<file path="config.mk">
export PLATFORM = sky130hd
export DESIGN_NAME = fpu_ctrl
export DESIGN_NICKNAME = d
export VERILOG_FILES = /design/src/fpu_pkg.sv /design/src/fpu_timer.sv /design/src/fpu_ctrl.sv
export SDC_FILE = /design/constraint.sdc
export NUM_CORES = 1
export LEC_CHECK = 0
export BUFFER_PORTS_ARGS = -buffer_cell sky130_fd_sc_hd__buf_2
export CELL_PAD_IN_SITES_DETAIL_PLACEMENT = 1
export CELL_PAD_IN_SITES_GLOBAL_PLACEMENT = 1
export CORE_MARGIN = 2
export CORE_UTILIZATION = 46
export CTS_BUF_LIST = sky130_fd_sc_hd__clkbuf_4
export DETAILED_ROUTE_END_ITERATION = 8
export PLACE_DENSITY = 0.8
export SYNTH_ARGS = -nofsm -noshare
export SYNTH_HDL_FRONTEND = slang
export SYNTH_SLANG_ARGS = --single-unit
export TNS_END_PERCENT = 20
</file>
<file path="constraint.sdc">
create_clock -name clk -period 6.31 [get_ports clk]
set_clock_uncertainty 0.1 [all_clocks]
set_input_delay 0.9465 -clock clk [delete_from_list [all_inputs] [get_ports clk]]
set_output_delay 0.9465 -clock clk [all_outputs]
set_load 0.02 [all_outputs]
</file>
<file path="src/fpu_pkg.sv">
package fpu_pkg;
	// Register file addresses (12-bit register space)
	localparam logic [11:0] FPU_ADDR_CMD    = 12'hFF8;
	localparam logic [11:0] FPU_ADDR_PAGE   = 12'hFF9;
	localparam logic [11:0] FPU_ADDR_FRQ_HI = 12'hFFA;
	localparam logic [11:0] FPU_ADDR_FRQ_LO = 12'hFFB;
	// Command codes
	localparam logic [7:0]  FPU_CMD_UNLOCK1 = 8'h73;
	localparam logic [7:0]  FPU_CMD_UNLOCK2 = 8'h8C;
	localparam logic [7:0]  FPU_CMD_PERASE  = 8'h95;
	localparam logic [7:0]  FPU_CMD_MERASE  = 8'h63;
	localparam logic [7:0]  FPU_CMD_SECTOR  = 8'h5E;
	// Geometry
	localparam int          FPU_PAGE_BYTES  = 512;
	localparam int          FPU_ROW_BYTES   = 64;
	localparam int          FPU_ROWS        = 8;
	localparam int          FPU_SECT_BIG    = 1024;
	localparam int          FPU_SECT_SMALL  = 512;
	localparam int          FPU_SECTORS     = 8;
	localparam int          FPU_OPT_BYTES   = 2;
	localparam logic [15:0] FPU_INFO_LO     = 16'hFE00;
	localparam logic [15:0] FPU_INFO_HI     = 16'hFFFF;
	// Reset values
	localparam logic [7:0]  FPU_SECT_RST    = 8'h00;
	localparam logic [15:0] FPU_FRQ_RST     = 16'h0000;
	localparam logic [7:0]  FPU_PAGE_RST    = 8'h00;
	// Operation times in microseconds, scaled by the kHz value
	localparam int          FPU_T_PROG_US   = 40;
	localparam int          FPU_T_ERASE_US  = 10000;
	localparam logic [7:0]  FPU_US_PER_MS   = 8'd1;
	// Status codes
	localparam logic [5:0]  FPU_ST_LOCKED   = 6'h00;
	localparam logic [5:0]  FPU_ST_ARM1     = 6'h01;
	localparam logic [5:0]  FPU_ST_ARM2     = 6'h02;
	localparam logic [5:0]  FPU_ST_OPEN     = 6'h03;
	localparam logic [5:0]  FPU_ST_SECT     = 6'h04;
	localparam logic [5:0]  FPU_ST_PROG     = 6'h08;
	localparam logic [5:0]  FPU_ST_PERASE   = 6'h18;
	localparam logic [5:0]  FPU_ST_MERASE   = 6'h38;

	typedef enum logic [2:0] {
		FPU_LOCKED = 3'b000,
		FPU_ARM1   = 3'b001,
		FPU_ARM2   = 3'b011,
		FPU_OPEN   = 3'b010,
		FPU_BUSY   = 3'b110
	} fpu_state_t;

	typedef enum logic [1:0] {
		FPU_OP_PROG   = 2'b00,
		FPU_OP_PERASE = 2'b01,
		FPU_OP_MERASE = 2'b10
	} fpu_op_t;

	// Page number holding a byte address
	function automatic logic [3:0] fpu_page_of(input logic [12:0] a);
		return a[12:9];
	endfunction

	// Sector index for a page: 1 KB sectors on 8 KB, page-sized otherwise
	function automatic logic [2:0] fpu_sector_of(input logic [3:0] pg, input logic big);
		return big ? pg[3:1] : pg[2:0];
	endfunction
endpackage

</file>
<file path="src/fpu_timer.sv">
`timescale 1ns/10ps
module fpu_timer
	import fpu_pkg::*;
(
	input  wire logic        clk,
	input  wire logic        sys_rst,
	input  wire logic        start,
	input  wire logic        long_op,
	input  wire logic [15:0] khz,
	output logic             done
);
	// One microsecond tick from khz/1000 cycles, then count microseconds
	logic [15:0] div_q;
	logic [13:0] us_q;
	logic        run_q;
	logic [15:0] khz_div;
	logic [15:0] cyc_per_us;
	logic        tick;
	logic [13:0] us_goal;

	assign khz_div    = khz / 16'h03E8;
	assign cyc_per_us = (khz_div == 16'h0000) ? 16'h0001 : khz_div;
	assign tick       = run_q && (div_q + 16'd1 >= cyc_per_us);
	assign us_goal    = long_op ? 14'(FPU_T_ERASE_US) : 14'(FPU_T_PROG_US);

	always_ff @(posedge clk or posedge sys_rst) begin
		if (sys_rst) begin
			div_q <= 16'h0000;
			us_q  <= 14'h0000;
			run_q <= 1'b0;
			done  <= 1'b0;
		end else begin
			done <= 1'b0;
			if (start) begin
				run_q <= 1'b1;
				div_q <= 16'h0000;
				us_q  <= 14'h0000;
			end else if (tick) begin
				div_q <= 16'h0000;
				us_q  <= us_q + 14'h0001;
				if (us_q + 14'h0001 >= us_goal) begin
					run_q <= 1'b0;
					done  <= 1'b1;
				end
			end else if (run_q) begin
				div_q <= div_q + 16'h0001;
			end
		end
	end
endmodule

</file>
<file path="src/fpu_ctrl.sv">
// Function
// - 512-byte pages of eight 64-byte rows
// - Sectors 1024 bytes on 8KB, else 512
// - At most eight sectors, never below page
// - First two bytes hold option bits
// - Information area readable, never erased or programmed
// - High and low bytes form kHz value
// - Read protect hides code from debugger
// - Write protect zero blocks user operations
// - Write protect one permits operations
// - Reset enters locked state
// - Page mismatch locks, match activates page
// - 95H erases active unprotected page
// - Other command while unlocked relocks
// - Mass erase only from debug port
// - Byte writes keep page open until command
// - 5EH maps sector register at page address
// - Sector bits reset zero, user sets only
// - Sector bits block CPU, not debugger
// - Command write and status read share FF8H
// - Programming only clears bits
// - Page erase completion relocks
`timescale 1ns/10ps
module fpu_ctrl
	import fpu_pkg::*;
(
	input  wire logic        clk,
	input  wire logic        sys_rst,
	input  wire logic        size_8k,
	input  wire logic        read_protect_option,
	input  wire logic        write_protect_option,
	input  wire logic        dbg_mode,
	input  wire logic [11:0] reg_addr,
	input  wire logic [7:0]  reg_wdata,
	input  wire logic        reg_wr,
	input  wire logic        reg_rd,
	output logic      [7:0]  reg_rdata,
	input  wire logic [15:0] mem_addr,
	input  wire logic [7:0]  mem_wdata,
	input  wire logic        mem_wr,
	input  wire logic        mem_rd,
	input  wire logic [7:0]  mem_rdata_in,
	output logic      [7:0]  mem_rdata,
	output logic             cpu_stall,
	output logic             fl_prog,
	output logic             fl_page_erase,
	output logic             fl_mass_erase,
	output logic      [12:0] fl_addr,
	output logic      [7:0]  fl_wdata
);
	fpu_state_t  state_q;
	fpu_op_t     op_q;
	logic [7:0]  page_q;
	logic [7:0]  page1_q;
	logic [7:0]  sect_q;
	logic        sect_sel_q;
	logic [7:0]  frq_hi_q;
	logic [7:0]  frq_lo_q;
	logic        tmr_start_q;
	logic        tmr_done;

	logic        wr_cmd;
	logic        wr_page;
	logic        wr_fhi;
	logic        wr_flo;
	logic [15:0] khz;
	logic [3:0]  act_page;
	logic [2:0]  act_sect;
	logic        sect_locked;
	logic        user_wp_ok;
	logic        in_info;
	logic        in_opt;
	logic        wr_hit;
	logic        prog_ok;
	logic        perase_ok;
	logic        merase_ok;
	logic [5:0]  stat_code;
	logic [7:0]  rd_mux;
	logic [7:0]  mem_mux;
	logic [7:0]  sect_next;
	logic        mem_page_ok;

	assign wr_cmd  = reg_wr && (reg_addr == FPU_ADDR_CMD);
	assign wr_page = reg_wr && (reg_addr == FPU_ADDR_PAGE);
	assign wr_fhi  = reg_wr && (reg_addr == FPU_ADDR_FRQ_HI);
	assign wr_flo  = reg_wr && (reg_addr == FPU_ADDR_FRQ_LO);

	assign khz = {frq_hi_q, frq_lo_q};

	// Page and sector geometry
	assign act_page    = page_q[3:0];
	assign act_sect    = fpu_sector_of(act_page, size_8k);
	assign sect_locked = sect_q[act_sect] && !dbg_mode;

	assign user_wp_ok = write_protect_option || dbg_mode;
	assign in_info    = (mem_addr >= FPU_INFO_LO);
	assign in_opt     = (mem_addr < 16'(FPU_OPT_BYTES));
	assign wr_hit     = mem_wr && !in_info;
	assign mem_page_ok = dbg_mode || (fpu_page_of(mem_addr[12:0]) == act_page);

	assign prog_ok = (state_q == FPU_OPEN) && wr_hit && user_wp_ok && !sect_locked
		&& mem_page_ok;
	assign perase_ok = (state_q == FPU_OPEN) && wr_cmd && (reg_wdata == FPU_CMD_PERASE)
		&& user_wp_ok && !sect_locked;
	assign merase_ok = (state_q == FPU_OPEN) && wr_cmd && (reg_wdata == FPU_CMD_MERASE)
		&& dbg_mode;

	// User code may only set sector bits; debugger writes freely
	assign sect_next = dbg_mode ? reg_wdata : (sect_q | reg_wdata);

	assign stat_code = (state_q == FPU_BUSY) ?
		((op_q == FPU_OP_PROG) ? FPU_ST_PROG :
		 (op_q == FPU_OP_PERASE) ? FPU_ST_PERASE : FPU_ST_MERASE) :
		(state_q == FPU_ARM1) ? FPU_ST_ARM1 :
		(state_q == FPU_ARM2) ? FPU_ST_ARM2 :
		(state_q == FPU_OPEN) ? FPU_ST_OPEN :
		sect_sel_q ? FPU_ST_SECT : FPU_ST_LOCKED;

	assign rd_mux = (reg_addr == FPU_ADDR_CMD) ? {2'b00, stat_code} :
		(reg_addr == FPU_ADDR_PAGE) ? (sect_sel_q ? sect_q : page_q) :
		(reg_addr == FPU_ADDR_FRQ_HI) ? frq_hi_q :
		(reg_addr == FPU_ADDR_FRQ_LO) ? frq_lo_q : 8'h00;

	// Debugger reads of user code blocked when read protected; option bytes stay visible
	assign mem_mux = (dbg_mode && read_protect_option && !in_info && !in_opt) ? 8'h00
		: mem_rdata_in;

	fpu_timer u_timer (
		.clk     (clk),
		.sys_rst (sys_rst),
		.start   (tmr_start_q),
		.long_op (op_q != FPU_OP_PROG),
		.khz     (khz),
		.done    (tmr_done)
	);

	always_ff @(posedge clk or posedge sys_rst) begin
		if (sys_rst) begin
			frq_hi_q <= FPU_FRQ_RST[15:8];
			frq_lo_q <= FPU_FRQ_RST[7:0];
		end else begin
			if (wr_fhi)
				frq_hi_q <= reg_wdata;
			if (wr_flo)
				frq_lo_q <= reg_wdata;
		end
	end

	always_ff @(posedge clk or posedge sys_rst) begin
		if (sys_rst) begin
			sect_q     <= FPU_SECT_RST;
			sect_sel_q <= 1'b0;
		end else begin
			if (wr_cmd)
				sect_sel_q <= (reg_wdata == FPU_CMD_SECTOR);
			if (wr_page && sect_sel_q)
				sect_q <= sect_next;
		end
	end

	always_ff @(posedge clk or posedge sys_rst) begin
		if (sys_rst) begin
			state_q     <= FPU_LOCKED;
			op_q        <= FPU_OP_PROG;
			page_q      <= FPU_PAGE_RST;
			page1_q     <= FPU_PAGE_RST;
			tmr_start_q <= 1'b0;
			cpu_stall   <= 1'b0;
			fl_prog     <= 1'b0;
			fl_page_erase <= 1'b0;
			fl_mass_erase <= 1'b0;
			fl_addr     <= 13'h0000;
			fl_wdata    <= 8'hFF;
		end else begin
			tmr_start_q <= 1'b0;
			if (wr_page && !sect_sel_q && (state_q != FPU_BUSY) &&
			    (state_q != FPU_OPEN || dbg_mode))
				page_q <= reg_wdata;
			unique case (state_q)
				FPU_LOCKED: begin
					if (wr_cmd && reg_wdata == FPU_CMD_UNLOCK1) begin
						state_q <= FPU_ARM1;
						page1_q <= page_q;
					end
				end
				FPU_ARM1: begin
					if (wr_cmd)
						state_q <= (reg_wdata == FPU_CMD_UNLOCK2) ? FPU_ARM2 : FPU_LOCKED;
				end
				FPU_ARM2: begin
					if (wr_cmd)
						state_q <= FPU_LOCKED;
					else if (wr_page)
						state_q <= (reg_wdata == page1_q) ? FPU_OPEN
							: FPU_LOCKED;
					else if (dbg_mode)
						state_q <= FPU_OPEN;
				end
				FPU_OPEN: begin
					if (perase_ok) begin
						state_q       <= FPU_BUSY;
						op_q          <= FPU_OP_PERASE;
						fl_page_erase <= 1'b1;
						fl_addr       <= {act_page, 9'h000};
						tmr_start_q   <= 1'b1;
						cpu_stall     <= !dbg_mode;
					end else if (merase_ok) begin
						state_q       <= FPU_BUSY;
						op_q          <= FPU_OP_MERASE;
						fl_mass_erase <= 1'b1;
						tmr_start_q   <= 1'b1;
					end else if (wr_cmd) begin
						state_q <= FPU_LOCKED;
					end else if (prog_ok) begin
						state_q     <= FPU_BUSY;
						op_q        <= FPU_OP_PROG;
						fl_prog     <= 1'b1;
						fl_addr     <= mem_addr[12:0];
						fl_wdata    <= mem_wdata & mem_rdata_in;
						tmr_start_q <= 1'b1;
						cpu_stall   <= !dbg_mode;
					end
				end
				FPU_BUSY: begin
					if (tmr_done) begin
						fl_prog       <= 1'b0;
						fl_page_erase <= 1'b0;
						fl_mass_erase <= 1'b0;
						cpu_stall     <= 1'b0;
						// Erase relocks; byte program keeps the page open
						state_q <= (op_q == FPU_OP_PROG) ? FPU_OPEN : FPU_LOCKED;
					end
				end
				default: state_q <= FPU_LOCKED;
			endcase
		end
	end

	always_ff @(posedge clk or posedge sys_rst) begin
		if (sys_rst) begin
			reg_rdata <= 8'h00;
			mem_rdata <= 8'h00;
		end else begin
			if (reg_rd)
				reg_rdata <= rd_mux;
			if (mem_rd)
				mem_rdata <= mem_mux;
		end
	end
endmodule

</file>
==> results of run 1 <==
[stage by stage]
stage                     hold slack (ps)  setup slack (ps)  cell area (sq um)  util [%]  cells
after global placement                359              67.1               8260      51.6   1095
after global routing                  434              -147               9100      56.9   1169
after detailed placement              375              -184               8260      51.6   1095
after floorplan                       368               630               7570         -    805
final                                 388               123               9100      56.9   1169
after CTS                             392              5.01               8560      53.5   1129
[Yosys cell counts (5+ instances only)]
library cell,n,area [sq um]
nor3_1,16,80.1
nor2_1,58,218
ha_1,16,200
inv_1,18,67.6
dfstp_2,8,210
xor2_1,25,219
mux2_2,39,439
o21ai_1,5,25.0
buf_6,5,56.3
nor4_1,7,43.8
o21a_1,8,60.1
a31oi_1,11,68.8
dfrtp_1,112,2800
and2_1,16,100
clkbuf_1,26,97.6
o22ai_1,5,31.3
and3_1,12,75.1
nand3_1,31,155
a21oi_1,32,160
nand2b_1,16,100
o21ai_0,52,260
o31ai_1,5,37.5
a21o_1,5,37.5
nand4_1,15,93.8
nor2b_1,13,81.3
nand2_1,92,345
mux2i_1,18,180
buf_2,6,30.0
xnor2_1,25,219
a22o_1,16,140
[power groups by stage]
stage                     Sequential, mW  Clock (mW)  Combinational [mW]
after global routing                1.01       0.586               0.798
final                              0.996       0.539               0.712
after detailed placement            1.01           0               0.647
after CTS                          0.995       0.552               0.649
after floorplan                     1.05           0               0.378
after global placement             0.998           0               0.615
[cell families (layout without fill, tap and decap cells)]
group	Yosys count	count (layout)	synth area share, %
other	0	1	0
AND/OR/NAND/NOR	306	306	20.8
flip-flops	120	120	39.8
AO/OA/AOI/OAI	185	185	17.1
buffers and inverters	63	210	3.86
XOR/XNOR	51	51	6.00
multiplexers	62	62	9.55
adder cells (fa/ha/maj)	18	18	2.94
[per-layer routing]
layer | global-route usage [%] | vias up
met5 | 0 | -
met4 | 7.59 | 0
met3 | 4.92 | 48
met2 | 42.0 | 205
met1 | 31.3 | 3453
li1 | - | 3179
[state kept, by name, indices dropped and copies added (netlist names)]
name and flops:
fl_addr 13, u_timer.run_q 1, fl_prog 1, u_timer.div_q 16, state_q 3, page1_q 8
frq_hi_q 8, fl_mass_erase 1, tmr_start_q 1, page_q 8, op_q 2, fl_wdata 8
sect_sel_q 1, frq_lo_q 8, sect_q 8, mem_rdata 8, fl_page_erase 1, u_timer.us_q 14
reg_rdata 8, cpu_stall 1, u_timer.done 1
[how the worst max path moves through the flow]
stage	slack (ps)	end
6_report	120	u_timer.us_q[12]$_DFFE_PP0P_
2_1_floorplan	630	u_timer.us_q[7]$_DFFE_PP0P_
3_5_place_dp	-180	u_timer.div_q[3]$_DFFE_PP0P_
5_1_grt	-150	u_timer.us_q[12]$_DFFE_PP0P_
4_1_cts	5	u_timer.us_q[13]$_DFFE_PP0P_
3_3_place_gp	70	u_timer.us_q[9]$_DFFE_PP0P_
[cell type report]
class | instances | share of cell area [%]
multi-input combinational | 622 | 49.5
sequential | 120 | 33.2
timing repair buffer | 158 | 10.4
tap | 216 | 2.97
clock buffer | 22 | 1.81
clock inverter | 10 | 1.17
inverter | 20 | 0.852
antenna | 1 | 0.0275
[critical path, delay by kind of cell (launching register included)]
family                     cells  cell delay (ps)
muxes                          1              270
and+or+nand+nor               10             1170
adders and majority gates      1              260
xor gates and xnor gates       2              290
DFF                            1              500
AOI/OAI and AO/OA             14             2840
buffers and inverters          4              650
[repair_timing]
item	in CTS	in global routing
setup endpoints to repair	22	23
setup buffers	2	38
pin swaps	1	26
cloned	0	1
gates resized for setup	7	57
==> impl_metrics.yaml, run 1 <==
critical_path:
  crit_path_start_kind: "flop"
  cp_data_arrival_time_ps: 6510
  r2r_slack_ps: 120
  cp.required_ps: 6630
  crit_fanout: 8
  reg2reg_to: "u_timer.us_q[12]$_DFFE_PP0P_"
  cp_common_cell: "a21oi_2"
  worst_path_largest_cell_delay_ps: 500
  cpMaxStageDelayCell: "dfrtp_2"
  cp-end-kind: "flop"
  crit_start: "frq_hi_q[1]$_DFFE_PP0P_"
  crit_type: "reg -> reg"
  reg2reg_from: "frq_hi_q[1]$_DFFE_PP0P_"
  worstRegToRegCells: 32
drt:
  wl_met3_microns: 1020
  wl_met2_microns: 11400
  ant_nets: 0
  wl_per_cell_microns: 19.3
  wirelength_microns: 22600
  viasPerCell: 5.89
  drc_errors: 0
  drtIter0Drc: 300
  wl_met1_microns: 9690
  num_vias: 6885
  dr.pass1.iters: 5
  routed.top_layer: "met4"
sta:
  setup_viol: 0
  clock.fmax_mhz: 162
  rsz0062_at_grt: "yes"
  final.min_clock_period_ps: 6190
  fin_setup_tns_ps: 0
  worst_pin_slew_ps: 1070
  finalMaxSlewViolations: 0
  max_slew_margin_pct: 28.1
  period_share_pct: 98.0
  finalHoldViolCount: 0
layout:
  n_fill_cell: 1902
  final_common_cell: "dfrtp_1"
  multi_input_area_sq_mm: 0.00451
  drive_gt1_share_pct: 32.2
  layout.nets: 1017
  layout_common_cells: "dfrtp_1, buf_2, nand2_1, nor2_1, buf_4"
  ff_latch_area_sq_mm: 0.00302
  area.growth.synth_to_final_pct: 20.1
power:
  power.internal_mw: 1.43
  power_frac_comb_pct: 31.7
  switching_share_pct: 36.5
  vdd_drop_max_uv: 193
  leakagePower_nw: 4.22
  clkPwrFrac_pct: 24.0
  pwr-share-seq_pct: 44.3
  finalPower_mw: 2.25
  powerDensity_mw_per_mm2: 247
  switchingPower_mw: 0.821
place:
  dp_hpwl_microns: 15400
  port_buffers: 102
  place.gp.congestion: 0.877
clock_network:
  hold_buffers: 0
  cts_htree_levels: 4
  clkTransAtPathRegs_ps: 110
  clk_latency_ps: 550
  tritoncts: "done"
  cts_buffers: 17
  cts_buffer_depth: 2
  cts_sinks: 120
  cts-root-buf: "clkbuf_4"
status:
  status: "complete, no violations"
global_route:
  grt_max_degree: 70
  antenna_found_initial: 1
  overflow: 0
  grt_usage_pct: 24.5
  grt_pass1_wl_microns: 34900
  grt_pass1_vias: 6899
die:
  initial_core_util_pct: 47.3
  die_w_microns: 132
  rows: 46
  boundaryPins: 103
  core-area_sq_mm: 0.0160
  dieHeight_microns: 132
  die-area_sq_mm: 0.0175
synth:
  synth_ff_type: "dfrtp_1"
  synthCells: 805
  syn_area_per_cell_sq_um: 9.41
  synth-edff-count: 0
  synth_fp_nets: 883
  ys_warn_count: 0
  mappedNetlistArea_sq_mm: 0.00757
  synth-async-reset-ratio_pct: 100
  yosysSeqAreaShare_pct: 39.8
  synth.distinct_cells: 86
  synth-seq-cells: 120
worst_hold_path:
  holdCritPathClass: "reg -> reg"
  whs_endpoint: "fl_wdata[2]$_DFFE_PP1P_"
  hp-start: "fl_wdata[2]$_DFFE_PP1P_"
  hold_path_depth: 2
run:
  max_cap_viol_count: 0
No activity file was read; power rests on OpenSTA's default activity.
==> run 2, diff against run 1 <==
CORE_UTILIZATION = 42   (was 46)
PLACE_DENSITY = 0.77   (was 0.8)
clock period = 5.45 ns   (was 6.31 ns; I/O delays follow)
==> run 2 against run 1 <==
  * The run now ends with setup timing left
  * Count of clock-buffer cells in the layout fell by 5
  * Fmax grew 4.7%
  * Core utilization fell by 3.6 points
  * Wire length fell by 0.87%
  * First-iteration DRC count decreased by 6.0%
  * Setup slack worse by 580 ps
  * Register-to-register slack got worse by 580 ps
  * Highest routed layer unchanged
  * Largest cell class unchanged
  * Non-clock buffer count rose by 38
  * Via count fell by 0.36%
==> impl_metrics.yaml, run 2 (synthesis results as in run 1) <==
clock_network:
  cts_htree_levels: 4
  cts-root-buf: "clkbuf_4"
  clkTransAtPathRegs_ps: 110
  clk_latency_ps: 560
  cts_sinks: 120
  cts_buffers: 17
  tritoncts: "done"
  cts_buffer_depth: 2
sta:
  max_slew_margin_pct: 21.7
  worst_pin_slew_ps: 1170
  setup_ws_ps: -456
  period_share_pct: 108
  holdWs_ps: 363
  clock.fmax_mhz: 169
  finalHoldViolCount: 0
  setup_viol: 23
  final.min_clock_period_ps: 5910
  finalMaxSlewViolations: 0
  rsz0062_at_grt: "yes"
status:
  violations: "setup timing"
  status: "finished, violations left"
drt:
  wl_per_cell_microns: 18.4
  wl_met3_microns: 866
  routed.top_layer: "met4"
  viasPerCell: 5.63
  wirelength_microns: 22400
  num_vias: 6860
  wl_met1_microns: 9730
  wl_met2_microns: 11400
  drtIter0Drc: 282
  ant_nets: 0
  dr.pass1.iters: 6
  drc_errors: 0
global_route:
  antenna_found_initial: 0
  grt_usage_pct: 23.5
  overflow: 0
  grt_max_degree: 77
  grt_pass1_wl_microns: 37000
  grt_pass1_vias: 7368
die:
  dieHeight_microns: 138
  boundaryPins: 103
  core-area_sq_mm: 0.0178
  initial_core_util_pct: 42.5
  die_w_microns: 138
  rows: 49
  die-area_sq_mm: 0.0191
layout:
  top_register: "u_timer.div_q"
  final_common_cell: "dfrtp_1"
  drive_gt1_share_pct: 35.5
  area.growth.synth_to_final_pct: 25.4
  layout_common_cells: "dfrtp_1, buf_2, nand2_1, buf_4, nor2_1"
  reg_top3: "u_timer.div_q: 16 flops, u_timer.us_q: 14 flops, fl_addr: 13 flops"
  layout.nets: 1055
  diodes: 0
  largest_reg_flops: 16
critical_path:
  worst_path_largest_cell_delay_ps: 470
  cp-end-kind: "flop"
  crit_type: "reg -> reg"
  cpMaxStageDelayCell: "dfrtp_2"
  crit_path_start_kind: "flop"
  crit_fanout: 7
  cp_data_arrival_time_ps: 6230
  cp.required_ps: 5770
  cp_common_cell: "a21oi_2"
worst_hold_path:
  holdCritPathClass: "in -> reg"
power:
  leakagePower_nw: 4.42
  finalPower_mw: 2.78
  vdd_drop_max_uv: 228
  powerDensity_mw_per_mm2: 292
place:
  port_buffers: 102
  place.gp.congestion: 0.841
  dp_hpwl_microns: 16200
run:
  max_cap_viol_count: 0
run 2: power breakdown:
group	switching [mW]	internal (mW)	total, mW
Combinational	0.502	0.363	0.865
Sequential	0.115	1.03	1.15
Clock	0.359	0.404	0.763
Total	0.977	1.80	2.78
run 2: repair_timing:
action                                  CTS  global route
buffers inserted                          9             8
endpoints found under the hold margin     0             0
pin swaps                                14            12
cloned                                    0             1
resized for setup                        24            37
hold buffers                              0             0
endpoints found under the setup margin   23            23
run 2: per-stage QoR:
step                      std cells  util [%]  instance area, sq um  TNS, ps  setup slack [ps]
final                          1219      53.3                  9500    -8570              -456
after global routing           1219      53.3                  9500   -16330              -813
after CTS                      1210      51.9                  9250    -8000              -449
after detailed placement       1169      49.2                  8770   -11470              -594
after global placement         1169      49.2                  8770    -5490              -325
after floorplan                 805         -                  7610    -83.7             -12.4
run 2: worst max-delay path, delay by kind of cell (launching register included):
family,cells,cell delay [ps]
AOI/OAI and AO/OA,15,2780
DFF,1,470
buffers and inverters,2,350
adders and majority gates,1,260
and+or+nand+nor,8,980
muxes,2,550
xor gates and xnor gates,2,270
run 2: layer usage:
| layer | vias up | GRT usage (%) |
|---|---|---|
| met5 | - | 0 |
| met4 | 0 | 6.98 |
| met3 | 32 | 4.26 |
| met2 | 140 | 41.2 |
| met1 | 3436 | 29.6 |
| li1 | 3252 | - |
run 2: layout make-up:
class / count / area, sq um
Sequential cell: 120 / 3020
Inverter: 20 / 80.1
Multi-Input combinational cell: 622 / 4520
Timing Repair Buffer: 196 / 1260
Fill cell: 2102 / 8340
Tap cell: 229 / 287
Clock buffer: 17 / 128
Clock inverter: 15 / 208
run 2: final timing paths:
| check | slack (ps) | cells after the start | startpoint | to |
|---|---|---|---|---|
| max | -460 | 30 | frq_hi_q[4]$_DFFE_PP0P_ | u_timer.us_q[12]$_DFFE_PP0P_ |
| min | 360 | 3 | mem_addr[0] | fl_addr[0]$_DFFE_PP0P_ |
| max reg2reg | -460 | 30 | frq_hi_q[4]$_DFFE_PP0P_ | u_timer.us_q[12]$_DFFE_PP0P_ |
| min reg2reg | 390 | 2 | fl_wdata[4]$_DFFE_PP1P_ | fl_wdata[4]$_DFFE_PP1P_ |
| max in group asynchronous | 3710 | 3 | sys_rst | frq_hi_q[0]$_DFFE_PP0P_ |
| min in group asynchronous | 380 | 2 | sys_rst | u_timer.us_q[7]$_DFFE_PP0P_ |
==> run 3, diff against run 2 <==
CORE_UTILIZATION = 50   (was 42)
PLACE_DENSITY = 0.87   (was 0.77)
clock period = 7.4 ns   (was 5.45 ns; I/O delays follow)
==> run 3 against run 2 <==
  * The flow now finishes without violations
  * Sequential power decreased by 26%
  * Combinational power decreased by 35%
  * Via count down 3.0%
  * Sequential share of layout area grew 3.8 points
  * Core utilization increased by 4.6 points
  * Worst hold slack gained 31 ps
  * Critical path depth down 1
==> impl_metrics.yaml, run 3 (synthesis results as in run 1) <==
layout:
  final_common_cell: "dfrtp_1"
  fin_area_sq_mm: 0.00847
  reg_top3: "u_timer.div_q: 16 flops, u_timer.us_q: 14 flops, fl_addr: 13 flops"
  diodes: 0
  final_core_util_pct: 57.8
  n_fill_cell: 1688
  drive_gt1_share_pct: 25.0
  largest_reg_flops: 16
  top_register: "u_timer.div_q"
  area.growth.synth_to_final_pct: 11.8
  layout.nets: 967
  layout_common_cells: "dfrtp_1, buf_2, nand2_1, nor2_1, o21ai_0"
global_route:
  overflow: 0
  grt_pass1_vias: 7209
  grtUsageMet2_pct: 50.0
  grt_max_degree: 78
  busiest_layer: "met2"
  grtUsageMet1_pct: 34.9
  antenna_found_initial: 0
  grt_pass1_wl_microns: 36900
  grt_usage_pct: 28.5
  met3_usage_pct: 5.36
power:
  clkPwrFrac_pct: 27.0
  switching_share_pct: 36.4
  switchingPower_mw: 0.705
  leakagePower_nw: 3.88
  finalPower_mw: 1.94
  power.internal_mw: 1.23
  pwr-share-seq_pct: 43.9
  powerDensity_mw_per_mm2: 229
  power_frac_comb_pct: 29.1
  vdd_drop_max_uv: 182
place:
  place_area_sq_mm: 0.00815
  port_buffers: 102
  place.gp.congestion: 0.855
  dp_hpwl_microns: 16000
critical_path:
  crit_path_start_kind: "flop"
  crit_fanout: 17
  crit_start: "frq_hi_q[3]$_DFFE_PP0P_"
  reg2reg_from: "frq_hi_q[3]$_DFFE_PP0P_"
  cp.required_ps: 7730
  cp-end-kind: "flop"
  crit_type: "reg -> reg"
  worstRegToRegCells: 29
  cpMaxStageDelayCell: "dfrtp_1"
  worst_path_largest_cell_delay_ps: 630
  cp_data_arrival_time_ps: 7140
clock_network:
  cts_buffers: 17
  tritoncts: "done"
  clk_latency_ps: 530
  cts_sinks: 120
  cts_resized: 0
  cts_htree_levels: 4
  hold_buffers: 0
  clkTransAtPathRegs_ps: 110
  cts-root-buf: "clkbuf_4"
  post_cts_buffers: 0
  cts_buffer_depth: 2
sta:
  period_share_pct: 92.0
  fin_setup_tns_ps: 0
  worst_pin_slew_ps: 1050
  finalHoldViolCount: 0
  rsz0062_at_grt: "no"
  clock.fmax_mhz: 147
  max_slew_margin_pct: 29.8
  final.min_clock_period_ps: 6810
  finalMaxSlewViolations: 0
  setup_viol: 0
run:
  max_cap_viol_count: 0
drt:
  ant_nets: 0
  num_vias: 6656
  wl_per_cell_microns: 20.3
  dr.pass1.iters: 5
  drc_errors: 0
  viasPerCell: 6.13
  wirelength_microns: 22100
  drtIter0Drc: 403
die:
  die_w_microns: 127
  die-area_sq_mm: 0.0162
  boundaryPins: 103
  initial_core_util_pct: 51.7
  core-area_sq_mm: 0.0146
  dieHeight_microns: 127
  rows: 44
worst_hold_path:
  holdCritPathClass: "reg -> reg"
  hp-start: "fl_wdata[3]$_DFFE_PP1P_"
  hold_path_depth: 2
status:
  status: "complete, no violations"
## run 3: stage by stage
stage,hold slack [ps],std cells,setup WS [ps]
global placement,358,1054,1010
detailed placement,382,1054,488
global route,424,1085,15.6
finish,394,1085,595
floorplan,368,805,1720
CTS,400,1085,431
## run 3: per-layer routing
layer / routed length [microns] / vias up
li1: - / 3075
met1: 9110 / 3320
met2: 11200 / 214
met3: 1120 / 47
met4: 656 / 0
met5: 0 / -
## run 3: worst max-delay path: cells and delay by family (launching register included)
family,cells,cell delay [ps]
buffers and inverters,1,210
AOI/OAI and AO/OA,15,3120
DFF,1,630
xor gates and xnor gates,1,130
adders and majority gates,1,270
muxes,2,570
and+or+nand+nor,9,1670
## run 3: power groups by stage
| stage | clock (mW) | combinational (mW) | sequential [mW] |
|---|---|---|---|
| finish | 0.524 | 0.564 | 0.849 |
| global route | 0.559 | 0.636 | 0.864 |
| CTS | 0.535 | 0.569 | 0.848 |
| detailed placement | 0 | 0.560 | 0.857 |
| global placement | 0 | 0.523 | 0.851 |
| floorplan | 0 | 0.323 | 0.895 |
## run 3: final cells by class
class | instances | area (sq um) | share of cell area, %
Multi-Input combinational cell | 622 | 4280 | 50.5
Tap cell | 184 | 230 | 2.72
Timing Repair Buffer | 108 | 556 | 6.56
Clock inverter | 14 | 183 | 2.16
Sequential cell | 120 | 3020 | 35.7
Inverter | 20 | 77.6 | 0.916
Clock buffer | 17 | 128 | 1.51
## run 3: worst paths after layout
kind,end,slack (ps)
min reg2reg,fl_wdata[3]$_DFFE_PP1P_,390
max,u_timer.div_q[3]$_DFFE_PP0P_,590
max in group asynchronous,frq_hi_q[7]$_DFFE_PP0P_,5230
min in group asynchronous,mem_rdata[5]$_DFFE_PP0P_,520
min,fl_wdata[3]$_DFFE_PP1P_,390
max reg2reg,u_timer.div_q[3]$_DFFE_PP0P_,590
